--- src/verilog/mmu_debug_pkg.sv ---
// Constants, register map and carrier types for the MMU debug and walk block
// Assumes one core clock; control-space accesses arrive as single-cycle strobes
package mmu_debug_pkg;
  localparam logic [31:0] ADDR_CNT_A = 32'h1000_3010;
  localparam logic [31:0] ADDR_CNT_B = 32'h1000_3014;
  localparam logic [31:0] ADDR_MASK = 32'h1000_3018;
  localparam logic [31:0] ADDR_VALUE = 32'h1000_301C;
  localparam logic [31:0] ADDR_QTHR_WR = 32'h1000_4000;
  localparam logic [31:0] ADDR_QTHR_RD = 32'h1000_6000;
  localparam logic [31:0] ADDR_QOCC = 32'h1000_7000;
  // Mask register field positions
  localparam int MASK_EN_LO = 0;   // Nine slice enables [8:0]
  localparam int MASK_N11_POS = 9;
  localparam int MASK_N_POS = 10;
  localparam int MASK_REV_LO = 24; // Revision code [31:24]
  // Arbitrary revision value, not a real part code
  localparam logic [7:0] REV_CODE = 8'h5A;
  localparam int TLB_REPLACEMENT_CONTROL_L2PTP_POS = 20;
  localparam logic [2:0] QUEUE_MAX = 3'h4;
  localparam logic [31:0] CNT_RESET = 32'h0000_0000;
  localparam int WALK_LEVELS = 3;
  localparam int TLB_ENTRIES = 32;
  // Entry type codes in the low two bits of a table entry
  localparam logic [1:0] ET_INVALID = 2'h0;
  localparam logic [1:0] ET_PTP = 2'h1;
  localparam logic [1:0] ET_PTE = 2'h2;
  localparam int PTE_REF_POS = 5;
  localparam int PTE_MOD_POS = 6;
  localparam int NUM_TRIG = 22;

  typedef struct packed {
    logic req;
    logic wr;
    logic [31:0] addr;
    logic [31:0] wdata;
  } csr_req_t;

  typedef struct packed {
    logic req;       // One-cycle walk memory access
    logic wr;
    logic noCache;   // Bypass data cache
    logic bigEndian;
    logic [31:0] addr;
    logic [31:0] wdata;
  } walk_mem_t;

  typedef enum logic [3:0] {
    MT_NOP = 4'h0, MT_RD8 = 4'h1, MT_RD16 = 4'h2, MT_RD32 = 4'h4,
    MT_WR1 = 4'h9, MT_WR2 = 4'hA, MT_WR4 = 4'hB, MT_WR8 = 4'hC,
    MT_WR16 = 4'hD
  } mem_type_t;
endpackage

--- src/verilog/mmu_debug_monitor.sv ---
// MMU breakpoint match, event counters, queue throttle, PA hold and walker
// Assumes the core presents control-space accesses and walk memory answers
`timescale 1ns/1ps
module mmu_debug_monitor (
  input wire logic clock,
  input wire logic reset,
  input wire mmu_debug_pkg::csr_req_t csrReq,
  output logic [31:0] csrRdata,
  input wire logic [mmu_debug_pkg::NUM_TRIG-1:0] trigA,
  input wire logic [mmu_debug_pkg::NUM_TRIG-1:0] trigB,
  input wire logic [mmu_debug_pkg::NUM_TRIG-1:0] trigEnA,
  input wire logic [mmu_debug_pkg::NUM_TRIG-1:0] trigEnB,
  input wire logic [mmu_debug_pkg::NUM_TRIG-1:0] assertCtl,
  input wire logic combineOrA,
  input wire logic combineOrB,
  input wire logic [31:0] matchAddr,
  input wire logic [3:0] matchType,
  input wire logic request_compare_enable,
  input wire logic [3:0] request_type_select,
  output logic breakHit,
  input wire logic lbOpPush,
  input wire logic lbOpPop,
  input wire logic lbOpRequest,
  output logic lbStall,
  input wire logic xlateValid,
  input wire logic xlateIsInstr,
  input wire logic [31:0] xlatePa,
  output logic [31:0] phys_addr_hold,
  output logic [31:0] data_phys_addr_copy,
  output logic [31:0] instr_phys_addr_copy,
  input wire logic walkStart,
  input wire logic walkIsStore,
  input wire logic walkIsIo,
  input wire logic [31:0] walkVa,
  input wire logic [31:0] context_table_base,
  input wire logic [7:0] context_number,
  input wire logic [31:0] tlb_replacement_control,
  input wire logic [4:0] tlb_replacement_counter,
  input wire logic l2PtpHit,
  input wire logic [31:0] l2PtpEntry,
  output mmu_debug_pkg::walk_mem_t walkMem,
  input wire logic walkMemAck,
  input wire logic [31:0] walkMemRdata,
  output logic tlbWrite,
  output logic [4:0] tlbWriteSlot,
  output logic [31:0] tlbWriteEntry,
  output logic walkDone,
  output logic walkFault
);
  import mmu_debug_pkg::*;

  ////////////////////////////////////////////////////////////////////////
  // Registers and trigger combine
  logic [31:0] cntA_ff, nxt_cntA;
  logic [31:0] cntB_ff, nxt_cntB;
  logic [10:0] mask_ff, nxt_mask;
  logic [31:0] value_ff, nxt_value;
  logic [1:0] qThr_ff, nxt_qThr;
  logic [2:0] qOcc_ff, nxt_qOcc;
  logic [31:0] rdata_ff, nxt_rdata;
  logic incA, incB;
  logic [NUM_TRIG-1:0] polA, polB;

  assign polA = trigA ^ assertCtl;
  assign polB = trigB ^ assertCtl;
  assign incA = combineOrA ? |(polA & trigEnA) :
                (trigEnA != '0) && ((polA | ~trigEnA) == '1);
  assign incB = combineOrB ? |(polB & trigEnB) :
                (trigEnB != '0) && ((polB | ~trigEnB) == '1);

  // Register next values; writes take priority over counting
  always_comb begin
    logic wr;
    wr = csrReq.req && csrReq.wr;
    nxt_cntA = cntA_ff;
    nxt_cntB = cntB_ff;
    nxt_mask = mask_ff;
    nxt_value = value_ff;
    nxt_qThr = qThr_ff;
    nxt_rdata = rdata_ff;
    if (incA) begin
      nxt_cntA = cntA_ff + 32'h0000_0001;
    end
    if (incB) begin
      nxt_cntB = cntB_ff + 32'h0000_0001;
    end
    if (wr && csrReq.addr == ADDR_CNT_A) begin
      nxt_cntA = csrReq.wdata;
    end else if (wr && csrReq.addr == ADDR_CNT_B) begin
      nxt_cntB = csrReq.wdata;
    end else if (wr && csrReq.addr == ADDR_MASK) begin
      nxt_mask = csrReq.wdata[10:0];
    end else if (wr && csrReq.addr == ADDR_VALUE) begin
      nxt_value = csrReq.wdata;
    end else if (wr && csrReq.addr == ADDR_QTHR_WR) begin
      nxt_qThr = csrReq.wdata[1:0];
    end
    if (csrReq.req && !csrReq.wr) begin
      if (csrReq.addr == ADDR_CNT_A) begin
        nxt_rdata = cntA_ff;
      end else if (csrReq.addr == ADDR_CNT_B) begin
        nxt_rdata = cntB_ff;
      end else if (csrReq.addr == ADDR_MASK) begin
        nxt_rdata = {REV_CODE, 13'h0000, mask_ff};
      end else if (csrReq.addr == ADDR_VALUE) begin
        nxt_rdata = value_ff;
      end else if (csrReq.addr == ADDR_QTHR_RD) begin
        nxt_rdata = {30'h0000_0000, qThr_ff};
      end else if (csrReq.addr == ADDR_QOCC) begin
        nxt_rdata = {29'h0000_0000, qOcc_ff};
      end else begin
        nxt_rdata = 32'h0000_0000;
      end
    end
  end

  // Register state
  always_ff @(posedge clock or posedge reset) begin
    if (reset) begin
      cntA_ff <= CNT_RESET;
      cntB_ff <= CNT_RESET;
      mask_ff <= 11'h000;
      value_ff <= 32'h0000_0000;
      qThr_ff <= 2'h0;
      rdata_ff <= 32'h0000_0000;
    end else begin
      cntA_ff <= nxt_cntA;
      cntB_ff <= nxt_cntB;
      mask_ff <= nxt_mask;
      value_ff <= nxt_value;
      qThr_ff <= nxt_qThr;
      rdata_ff <= nxt_rdata;
    end
  end
  assign csrRdata = rdata_ff;

  ////////////////////////////////////////////////////////////////////////
  // Breakpoint match
  logic [8:0] sliceEq, sliceEn;
  logic upperOk, bit11Ok, lowerOk, typeOk, typeLegal;
  logic hit_ff, nxt_hit;

  assign sliceEn = mask_ff[8:0];
  assign sliceEq[0] = matchAddr[31:24] == value_ff[31:24];
  assign sliceEq[1] = matchAddr[23:18] == value_ff[23:18];
  assign sliceEq[2] = matchAddr[17:12] == value_ff[17:12];
  assign sliceEq[3] = matchAddr[11] == value_ff[11];
  assign sliceEq[4] = matchAddr[10:4] == value_ff[10:4];
  assign sliceEq[5] = matchAddr[3] == value_ff[3];
  assign sliceEq[6] = matchAddr[2] == value_ff[2];
  assign sliceEq[7] = matchAddr[1] == value_ff[1];
  assign sliceEq[8] = matchAddr[0] == value_ff[0];

  assign upperOk = ((sliceEq[2:0] | ~sliceEn[2:0]) == 3'h7)
                   ^ mask_ff[MASK_N_POS];
  assign bit11Ok = (sliceEq[3] | ~sliceEn[3]) ^ mask_ff[MASK_N11_POS];
  assign lowerOk = (sliceEq[8:4] | ~sliceEn[8:4]) == 5'h1F;

  always_comb begin
    case (request_type_select)
      MT_NOP, MT_RD8, MT_RD16, MT_RD32, MT_WR1, MT_WR2, MT_WR4, MT_WR8,
      MT_WR16: typeLegal = 1'b1;
      default: typeLegal = 1'b0;
    endcase
  end
  assign typeOk = !request_compare_enable ||
                  (typeLegal && matchType == request_type_select);

  always_comb begin
    nxt_hit = upperOk && bit11Ok && lowerOk && typeOk;
  end
  always_ff @(posedge clock or posedge reset) begin
    if (reset) begin
      hit_ff <= 1'b0;
    end else begin
      hit_ff <= nxt_hit;
    end
  end
  assign breakHit = hit_ff;

  ////////////////////////////////////////////////////////////////////////
  // Local-bus queue occupancy and throttle
  always_comb begin
    nxt_qOcc = qOcc_ff;
    if (lbOpPush && !lbOpPop && qOcc_ff != QUEUE_MAX) begin
      nxt_qOcc = qOcc_ff + 3'h1;
    end else if (lbOpPop && !lbOpPush && qOcc_ff != 3'h0) begin
      nxt_qOcc = qOcc_ff - 3'h1;
    end
  end
  always_ff @(posedge clock or posedge reset) begin
    if (reset) begin
      qOcc_ff <= 3'h0;
    end else begin
      qOcc_ff <= nxt_qOcc;
    end
  end
  // hold core ops while occupancy is above the threshold
  assign lbStall = lbOpRequest && (qOcc_ff > {1'b0, qThr_ff});

  ////////////////////////////////////////////////////////////////////////
  // Physical address holding
  logic [31:0] par_ff, nxt_par, data_phys_addr_copy_ff, nxt_data_phys_addr_copy, instr_phys_addr_copy_ff, nxt_instr_phys_addr_copy;
  always_comb begin
    nxt_par = par_ff;
    nxt_data_phys_addr_copy = data_phys_addr_copy_ff;
    nxt_instr_phys_addr_copy = instr_phys_addr_copy_ff;
    if (xlateValid) begin
      nxt_par = xlatePa;
      if (xlateIsInstr) begin
        nxt_instr_phys_addr_copy = xlatePa;
      end else begin
        nxt_data_phys_addr_copy = xlatePa;
      end
    end
  end
  always_ff @(posedge clock or posedge reset) begin
    if (reset) begin
      par_ff <= 32'h0000_0000;
      data_phys_addr_copy_ff <= 32'h0000_0000;
      instr_phys_addr_copy_ff <= 32'h0000_0000;
    end else begin
      par_ff <= nxt_par;
      data_phys_addr_copy_ff <= nxt_data_phys_addr_copy;
      instr_phys_addr_copy_ff <= nxt_instr_phys_addr_copy;
    end
  end
  assign phys_addr_hold = par_ff;
  assign data_phys_addr_copy = data_phys_addr_copy_ff;
  assign instr_phys_addr_copy = instr_phys_addr_copy_ff;

  ////////////////////////////////////////////////////////////////////////
  // Table walk
  typedef enum logic [2:0] {W_IDLE, W_FETCH, W_WAIT, W_UPDATE, W_UPWAIT,
    W_DONE, W_FAULT} walk_state_t;
  walk_state_t wState_ff, nxt_wState;
  logic [31:0] wAddr_ff, nxt_wAddr;
  logic [1:0] wLevel_ff, nxt_wLevel;
  logic [31:0] wEntry_ff, nxt_wEntry;
  logic wStore_ff, nxt_wStore;
  logic [31:0] beData, idxOff, updEntry;

  assign beData = {walkMemRdata[7:0], walkMemRdata[15:8],
                   walkMemRdata[23:16], walkMemRdata[31:24]};
  always_comb begin
    case (wLevel_ff)
      2'h0: idxOff = {22'h000000, walkVa[31:24], 2'h0};
      2'h1: idxOff = {24'h000000, walkVa[23:18], 2'h0};
      default: idxOff = {24'h000000, walkVa[17:12], 2'h0};
    endcase
  end
  assign updEntry = wEntry_ff | (32'h1 << PTE_REF_POS) |
                    ({31'h0, wStore_ff} << PTE_MOD_POS);

  always_comb begin
    nxt_wState = wState_ff;
    nxt_wAddr = wAddr_ff;
    nxt_wLevel = wLevel_ff;
    nxt_wEntry = wEntry_ff;
    nxt_wStore = wStore_ff;
    case (wState_ff)
      W_IDLE: begin
        // I/O requests never touch the TLB
        if (walkStart && !walkIsIo) begin
          nxt_wStore = walkIsStore;
          nxt_wState = W_FETCH;
          if (tlb_replacement_control[TLB_REPLACEMENT_CONTROL_L2PTP_POS] && l2PtpHit) begin
            nxt_wLevel = 2'h2;
            nxt_wAddr = {l2PtpEntry[31:2], 2'h0};
          end else begin
            nxt_wLevel = 2'h3;
            nxt_wAddr = context_table_base +
                        {22'h000000, context_number, 2'h0};
          end
        end
      end
      W_FETCH: begin
        nxt_wState = W_WAIT;
      end
      W_WAIT: begin
        if (walkMemAck) begin
          nxt_wEntry = beData;
          if (beData[1:0] == ET_PTE && wLevel_ff != 2'h3) begin
            nxt_wAddr = wAddr_ff + idxOff; // Entry address for write-back
            nxt_wState = W_UPDATE;
          end else if (beData[1:0] == ET_PTP &&
                       wLevel_ff != 2'(WALK_LEVELS - 1)) begin
            nxt_wLevel = (wLevel_ff == 2'h3) ? 2'h0 : wLevel_ff + 2'h1;
            nxt_wAddr = {beData[31:2], 2'h0};
            nxt_wState = W_FETCH;
          end else begin
            nxt_wState = W_FAULT;
          end
        end
      end
      W_UPDATE: begin
        nxt_wState = W_UPWAIT;
      end
      W_UPWAIT: begin
        if (walkMemAck) begin
          nxt_wEntry = updEntry;
          nxt_wState = W_DONE;
        end
      end
      W_DONE: nxt_wState = W_IDLE;
      W_FAULT: nxt_wState = W_IDLE;
      default: nxt_wState = W_IDLE;
    endcase
  end
  always_ff @(posedge clock or posedge reset) begin
    if (reset) begin
      wState_ff <= W_IDLE;
      wAddr_ff <= 32'h0000_0000;
      wLevel_ff <= 2'h0;
      wEntry_ff <= 32'h0000_0000;
      wStore_ff <= 1'b0;
    end else begin
      wState_ff <= nxt_wState;
      wAddr_ff <= nxt_wAddr;
      wLevel_ff <= nxt_wLevel;
      wEntry_ff <= nxt_wEntry;
      wStore_ff <= nxt_wStore;
    end
  end

  // Walk memory port: index added below root context fetch
  always_comb begin
    walkMem.req = (wState_ff == W_FETCH) || (wState_ff == W_UPDATE);
    walkMem.wr = wState_ff == W_UPDATE;
    walkMem.noCache = 1'b1;
    walkMem.bigEndian = 1'b1;
    walkMem.addr = (wLevel_ff == 2'h3 || wState_ff == W_UPDATE) ?
                   wAddr_ff : wAddr_ff + idxOff;
    walkMem.wdata = {updEntry[7:0], updEntry[15:8], updEntry[23:16],
                     updEntry[31:24]};
  end
  assign tlbWrite = wState_ff == W_DONE;
  assign tlbWriteSlot = tlb_replacement_counter;
  assign tlbWriteEntry = wEntry_ff;
  assign walkDone = wState_ff == W_DONE;
  assign walkFault = wState_ff == W_FAULT;

  ////////////////////////////////////////////////////////////////////////
  // Checks
  AST_CNTA_INC: assert property (@(posedge clock) disable iff (reset)
    incA && !(csrReq.req && csrReq.wr) |=> cntA_ff == $past(cntA_ff) + 1)
    else $error("counter A did not step");
  AST_CNTB_HOLD: assert property (@(posedge clock) disable iff (reset)
    !incB && !(csrReq.req && csrReq.wr) |=> $stable(cntB_ff))
    else $error("counter B moved without trigger");
  AST_QOCC_MAX: assert property (@(posedge clock) disable iff (reset)
    qOcc_ff <= QUEUE_MAX)
    else $error("occupancy above four");
  AST_STALL: assert property (@(posedge clock) disable iff (reset)
    lbOpRequest && qOcc_ff > {1'b0, qThr_ff} |-> lbStall)
    else $error("stall missing over threshold");
  AST_THR_RDPORT: assert property (@(posedge clock) disable iff (reset)
    csrReq.req && csrReq.wr && csrReq.addr == ADDR_QTHR_RD
    |=> $stable(qThr_ff))
    else $error("threshold changed by read port write");
  AST_REV_RO: assert property (@(posedge clock) disable iff (reset)
    csrReq.req && !csrReq.wr && csrReq.addr == ADDR_MASK
    |=> csrRdata[31:24] == REV_CODE)
    else $error("revision field wrong");
  AST_TLB_SLOT: assert property (@(posedge clock) disable iff (reset)
    tlbWrite |-> tlbWriteSlot == tlb_replacement_counter && walkDone)
    else $error("tlb fill slot wrong");
  AST_NO_IO: assert property (@(posedge clock) disable iff (reset)
    wState_ff == W_IDLE && walkStart && walkIsIo |=> wState_ff == W_IDLE)
    else $error("io request started a walk");
  AST_CTX_ADDR: assert property (@(posedge clock) disable iff (reset)
    wState_ff == W_IDLE && walkStart && !walkIsIo &&
    !(tlb_replacement_control[TLB_REPLACEMENT_CONTROL_L2PTP_POS] && l2PtpHit)
    |=> walkMem.req && walkMem.addr ==
        $past(context_table_base) + {22'h0, $past(context_number), 2'h0})
    else $error("context table address wrong");
endmodule

--- config.mk ---
export PLATFORM = sky130hd
export DESIGN_NAME = mmu_debug_monitor
export DESIGN_NICKNAME = d
export VERILOG_FILES = /design/src/verilog/mmu_debug_pkg.sv /design/src/verilog/mmu_debug_monitor.sv
export SDC_FILE = /design/constraint.sdc
export NUM_CORES = 1
export LEC_CHECK = 0
export ABC_AREA = 1
export BUFFER_PORTS_ARGS = -buffer_cell sky130_fd_sc_hd__clkbuf_2
export CAP_MARGIN = 40
export CORE_AREA = 2 2 264 266
export CTS_BUF_LIST = sky130_fd_sc_hd__clkbuf_2 sky130_fd_sc_hd__clkbuf_4 sky130_fd_sc_hd__clkbuf_8
export DETAILED_ROUTE_END_ITERATION = 8
export DIE_AREA = 0 0 266 268
export MAX_ROUTING_LAYER = met4
export SYNTH_ARGS = -nofsm -noshare
export SYNTH_HDL_FRONTEND = slang
export SYNTH_SLANG_ARGS = --single-unit
--- constraint.sdc ---
create_clock -name clock -period 13 [get_ports clock]
set_input_delay 0.65 -clock clock [delete_from_list [all_inputs] [get_ports clock]]
set_output_delay 0.65 -clock clock [all_outputs]
set_load 0.01 [all_outputs]
# ---- Yosys cells after proc, flatten, opt, wreduce, memory -nomap -nowiden
# Memory sizes are Yosys's and may differ from the RTL's.
# Index checks and enable logic that the tools add are counted.
dict set report word_totals {
  mem_count 1
  reg_bits 311
  elab_cells 177
  inputBits 436
  romBits 16
}
dict set report op_classes {
  n_bitwise 22
  eq_ne 40
  reduce_logical 51
  n_mux 39
  n_lt_le_gt_ge 1
  add_sub_neg 7
}
# memory words word_bits rd rd_clocked_by_memory_dff write_ports line_no
set memory_table {}
lappend memory_table {{(name not given)} 16 1 1 0 0 mmu_debug_monitor.sv:160} ;# case (request_type_select)
# cell n
set ops {}
lappend ops {{32-bit two-way mux} 17}
lappend ops {{32-bit by 29-bit equality test with 1-bit output (second input constant)} 7}
lappend ops {{32-bit case mux with 2 select lines} 2}
lappend ops {{32-bit by 1-bit adder with 32-bit output (second input constant)} 2}
lappend ops {{22-bit bitwise AND} 2}
lappend ops {{22-bit equality test (second input constant)} 2}
lappend ops {{22-bit inverter} 2}
lappend ops {{22-bit bitwise OR} 2}
lappend ops {{22-bit nonzero test} 2}
lappend ops {{22-bit OR reduction} 2}
lappend ops {{22-bit XOR} 2}
lappend ops {{32-bit by 10-bit adder with 32-bit output} 1}
lappend ops {{32-bit adder} 1}
lappend ops {{32-bit by 7-bit bitwise OR with 32-bit output} 1}
lappend ops {{3-bit two-way mux} 9}
lappend ops {{1-bit logical AND} 22}
lappend ops {{10-bit case mux with 2 select lines} 1}
lappend ops {{3-bit case mux with 5 select lines} 1}
lappend ops {{2-bit inequality test (second input constant)} 7}
lappend ops {{3-bit equality test (second input constant)} 4}
lappend ops {{6-bit equality test} 2}
lappend ops {{2-bit two-way mux} 5}
lappend ops {{5-bit AND reduction} 2}
lappend ops {{3-bit AND reduction} 3}
lappend ops {{other kinds (31)} 59}

# ---- Logic depth before layout (Yosys ltp)
dict set report depth {
  ltp_word 8
  mapped_depth 23
}

# ---- Least setup slack after synthesis
# Ideal clock, no wire load.
dict set report synth_timing {
  path_kind {reg2out}
  startpoint {register wLevel_ff[0]}
  endpoint {output walkMem[60] in the netlist's numbering}
  path_stages_with_launch 19
  required_time_ns 12.350
  path_buffers 1
  slack_ns 9.612
  arrival_time_ns 2.738
  cell_sequence {dfrtp_1 inv_1 ha_1 clkbuf_1 nor2_1 nand2_1 nand3_1 ha_1 inv_1 fa_1 inv_1 nand3_1 nand2_1 nand2_1 nand2_1 nand2_1 nand2_1 nand3b_1 a31oi_1}
}
# element line_no
set synth_lines {}
lappend synth_lines {{from (decl)} mmu_debug_monitor.sv:238} ;# logic [1:0] wLevel_ff, nxt_wLevel;
lappend synth_lines {{from (signal assigned)} mmu_debug_monitor.sv:320} ;# wLevel_ff <= nxt_wLevel;
lappend synth_lines {{to (decl)} mmu_debug_monitor.sv:41} ;# output mmu_debug_pkg::walk_mem_t walkMem,

==> impl_metrics.ini <==
[status]
outcome = completed

[placement]
port_buffers = 615
post-place-cells = 4605
detailedPlace.worstSlack_ns = 8.93
place_area_sq_mm = 0.0252
hpwl_um = 67300
gp_congestion = 0.970

[logic_synthesis]
netlist_instances = 3235
ys_top_cells_by_count = 1188 x nand2_1, 313 x inv_1, 311 x dfrtp_1, 281 x nand3_1, 278 x nor2_1
yosys_warnings = 0
yosys_most_used_dff = dfrtp_1
synth-seq-cells = 311
async_reset_ff_frac = 1.00
synth-xor-area-share = 0.0473
avgSynthCellArea_sq_um = 6.64
synth-compound-area-share = 0.0936
yosysMostFrequentCell = nand2_1
synth_top_area_cell = dfrtp_1
synth_simple_gate_area_share = 0.370
yosysUniqueCellTypes = 55
synth_area_leaders = dfrtp_1 36%, nand2_1 21%, nand3_1 6.5%
synthAdderAreaFrac = 0.0168
synthMuxAreaShare = 0.0147
synth.yosys.seq_area_share = 0.362
netlist_area_sq_mm = 0.0215
synth_top_area_share = 0.362
synth_edf_count = 0
synth_top_family_by_area = simple AND/OR/NAND/NOR gates

[clock_tree]
htreeDepth = 2
max-clock-path-buffers = 3
clk_pin_slew_worst_paths_ns = 0.06
cts_made_buffers = 60
cts_root_buf = clkbuf_8
ctsResizeCount = 0
cts_tree = built
numClockSinks = 311
insertion_delay_ns = 0.66

[global_route]
grt.met2_usage = 0.369
use_met1 = 0.303
use_met3 = 0.0467
grt_max_degree = 71
antenna_found_initial = 16
grt_pass1_vias = 21520
track_usage = 0.237
grt-ovfl-total = 0
grt_busiest_layer = met2
grt_pass1_wl_um = 127000

[floorplanning]
rows = 96
start_util = 0.315
die_area_sq_mm = 0.0713
die_y_um = 268
die_w_um = 266
core_region_area_sq_mm = 0.0682
num_io_pins = 674

[worst_hold_path]
hold_class = primary input to flip-flop

[pwr]
p_total_mw = 4.01
powerDensity_mw_per_mm2 = 151
leakage_nw = 14.3
peakVddDrop_mv = 0.0962

[run]
max_cap_violations = 0

[sta]
setup_tns_ns = 0
period_share = 0.367
fin_hold_ws_ns = 0.238
setup_viol = 0
fmax_ghz = 0.210
tightest_slew_ns = 0.842
finalCriticalPeriod_ns = 4.77
final_max_slew_viol_count = 0
finalHoldViolations = 0
max-slew-margin-rel = 0.439
rsz0062_at_grt = false
setup_ws_ns = 8.23
skew_ns = 0.0384

[cells_and_area]
postLayoutCoreUtil = 0.390
final_cells = 4732
drive_gt1_frac = 0.217
fin_area_sq_mm = 0.0266
areaGrowthSynthToFinish_pct = 23.8
layout.nets = 4249

[critical_path]
critical_path_arrival_ns = 4.12
cp_max_fo = 9
crit_type = flip-flop to output port
crit_path_start_kind = flip-flop
worstPathRequired_ns = 12.35
end_kind = output port

[detailed_routing]
wl_um = 84600
drc = 0
routedWlPerCell_um = 17.9
drt_first_pass_iters = 5
vias = 23004
dr.first_iter.drc_count = 1833
via_per_inst = 4.86
ant_nets = 0
## cell families (layout without fill, tap and decap cells)
family | after synthesis | after routing
adder cells (fa/ha/maj) | 27 | 27
AO/OA/AOI/OAI | 369 | 369
flip-flops | 311 | 311
buffers and inverters | 476 | 1072
multiplexers | 22 | 22
AND/OR/NAND/NOR | 1913 | 1913
other | 1 | 20
XOR/XNOR | 116 | 116
## worst paths after layout
path	from	endpoint	slack [ns]	depth (start not counted)
min reg2reg	csrRdata[1]$_DFFE_PP0P_	csrRdata[1]$_DFFE_PP0P_	0.48	2
max	wLevel_ff[0]$_DFFE_PP0P_	walkMem[52]	8.23	18
max reg2reg	wLevel_ff[0]$_DFFE_PP0P_	wAddr_ff[28]$_DFFE_PP0P_	9.58	22
min	context_table_base[1]	wAddr_ff[1]$_DFFE_PP0P_	0.24	3
min in group asynchronous	reset	instr_phys_addr_copy[12]$_DFFE_PP0P_	0.56	3
max in group asynchronous	reset	cntB_ff[18]$_DFF_PP0_	10.68	5
## cell usage in the layout (no fill, tap or decap), types with 6 or more instances in the layout
cell type     n
a21oi_1      54
a31oi_1      24
buf_4        19
clkbuf_2    615
clkbuf_4     16
clkbuf_8     79
clkinv_2      8
dfrtp_1     311
diode_2      17
ha_1         24
inv_1       312
mux2_4       18
nand2_1    1186
nand2_2       9
nand2b_1      6
nand3_1     281
nand3b_1      9
nand4_1      43
nor2_1      276
nor2_2       12
nor3_1       56
o211ai_1     10
o21a_1       12
o21ai_0     218
o21ai_1      20
o21bai_1     13
or2_2        18
xnor2_1      52
xor2_1       64
## state kept, by name (all words and copies together) (netlist names), 11 cells and up
| name | flops |
|---|---|
| instr_phys_addr_copy | 32 |
| wAddr_ff | 32 |
| phys_addr_hold | 32 |
| cntB_ff | 32 |
| csrRdata | 32 |
| value_ff | 32 |
| tlbWriteEntry | 32 |
| cntA_ff | 32 |
| mask_ff | 11 |
| data_phys_addr_copy | 32 |
## routing by layer
layer	vias to the layer above	routed length, um
met2	768	39200
li1	11403	-
met3	162	5710
met4	0	3220
met1	10671	36400
met5	-	0
## layout make-up
type | instances | area [sq um]
fill | 7444 | 41600
multi-input combinational | 2450 | 11700
sequential | 311 | 7780
timing repair buffer | 643 | 3430
inverter | 320 | 1210
clock buffer | 95 | 1210
tap | 882 | 1100
clock inverter | 14 | 140
antenna | 17 | 42.5
## repair_timing
item	4_1_cts	5_1_grt
buffers inserted	0	0
setup endpoints to repair	0	0
hold buffers	1	0
hold endpoints to repair	51	0
## critical path, cell delays in order, from the launching register on
cell	delay [ns]
dfrtp_1	0.41
inv_1	0.09
ha_1	0.33
nor2_1	0.34
nand2_1	0.09
nand3_1	0.10
ha_1	0.18
inv_1	0.06
fa_1	0.42
inv_1	0.13
nand3_1	0.07
nand2_1	0.16
nand2_1	0.07
nand2_1	0.16
nand2_1	0.10
nand2_1	0.11
nand3b_1	0.14
a31oi_1	0.30
clkbuf_2	0.21
## where the power goes
| group | switching [mW] | internal (mW) |
|---|---|---|
| clock network | 0.468 | 0.629 |
| registers | 0.190 | 1.13 |
| logic | 1.04 | 0.555 |
No activity file was read; power rests on OpenSTA's default activity.
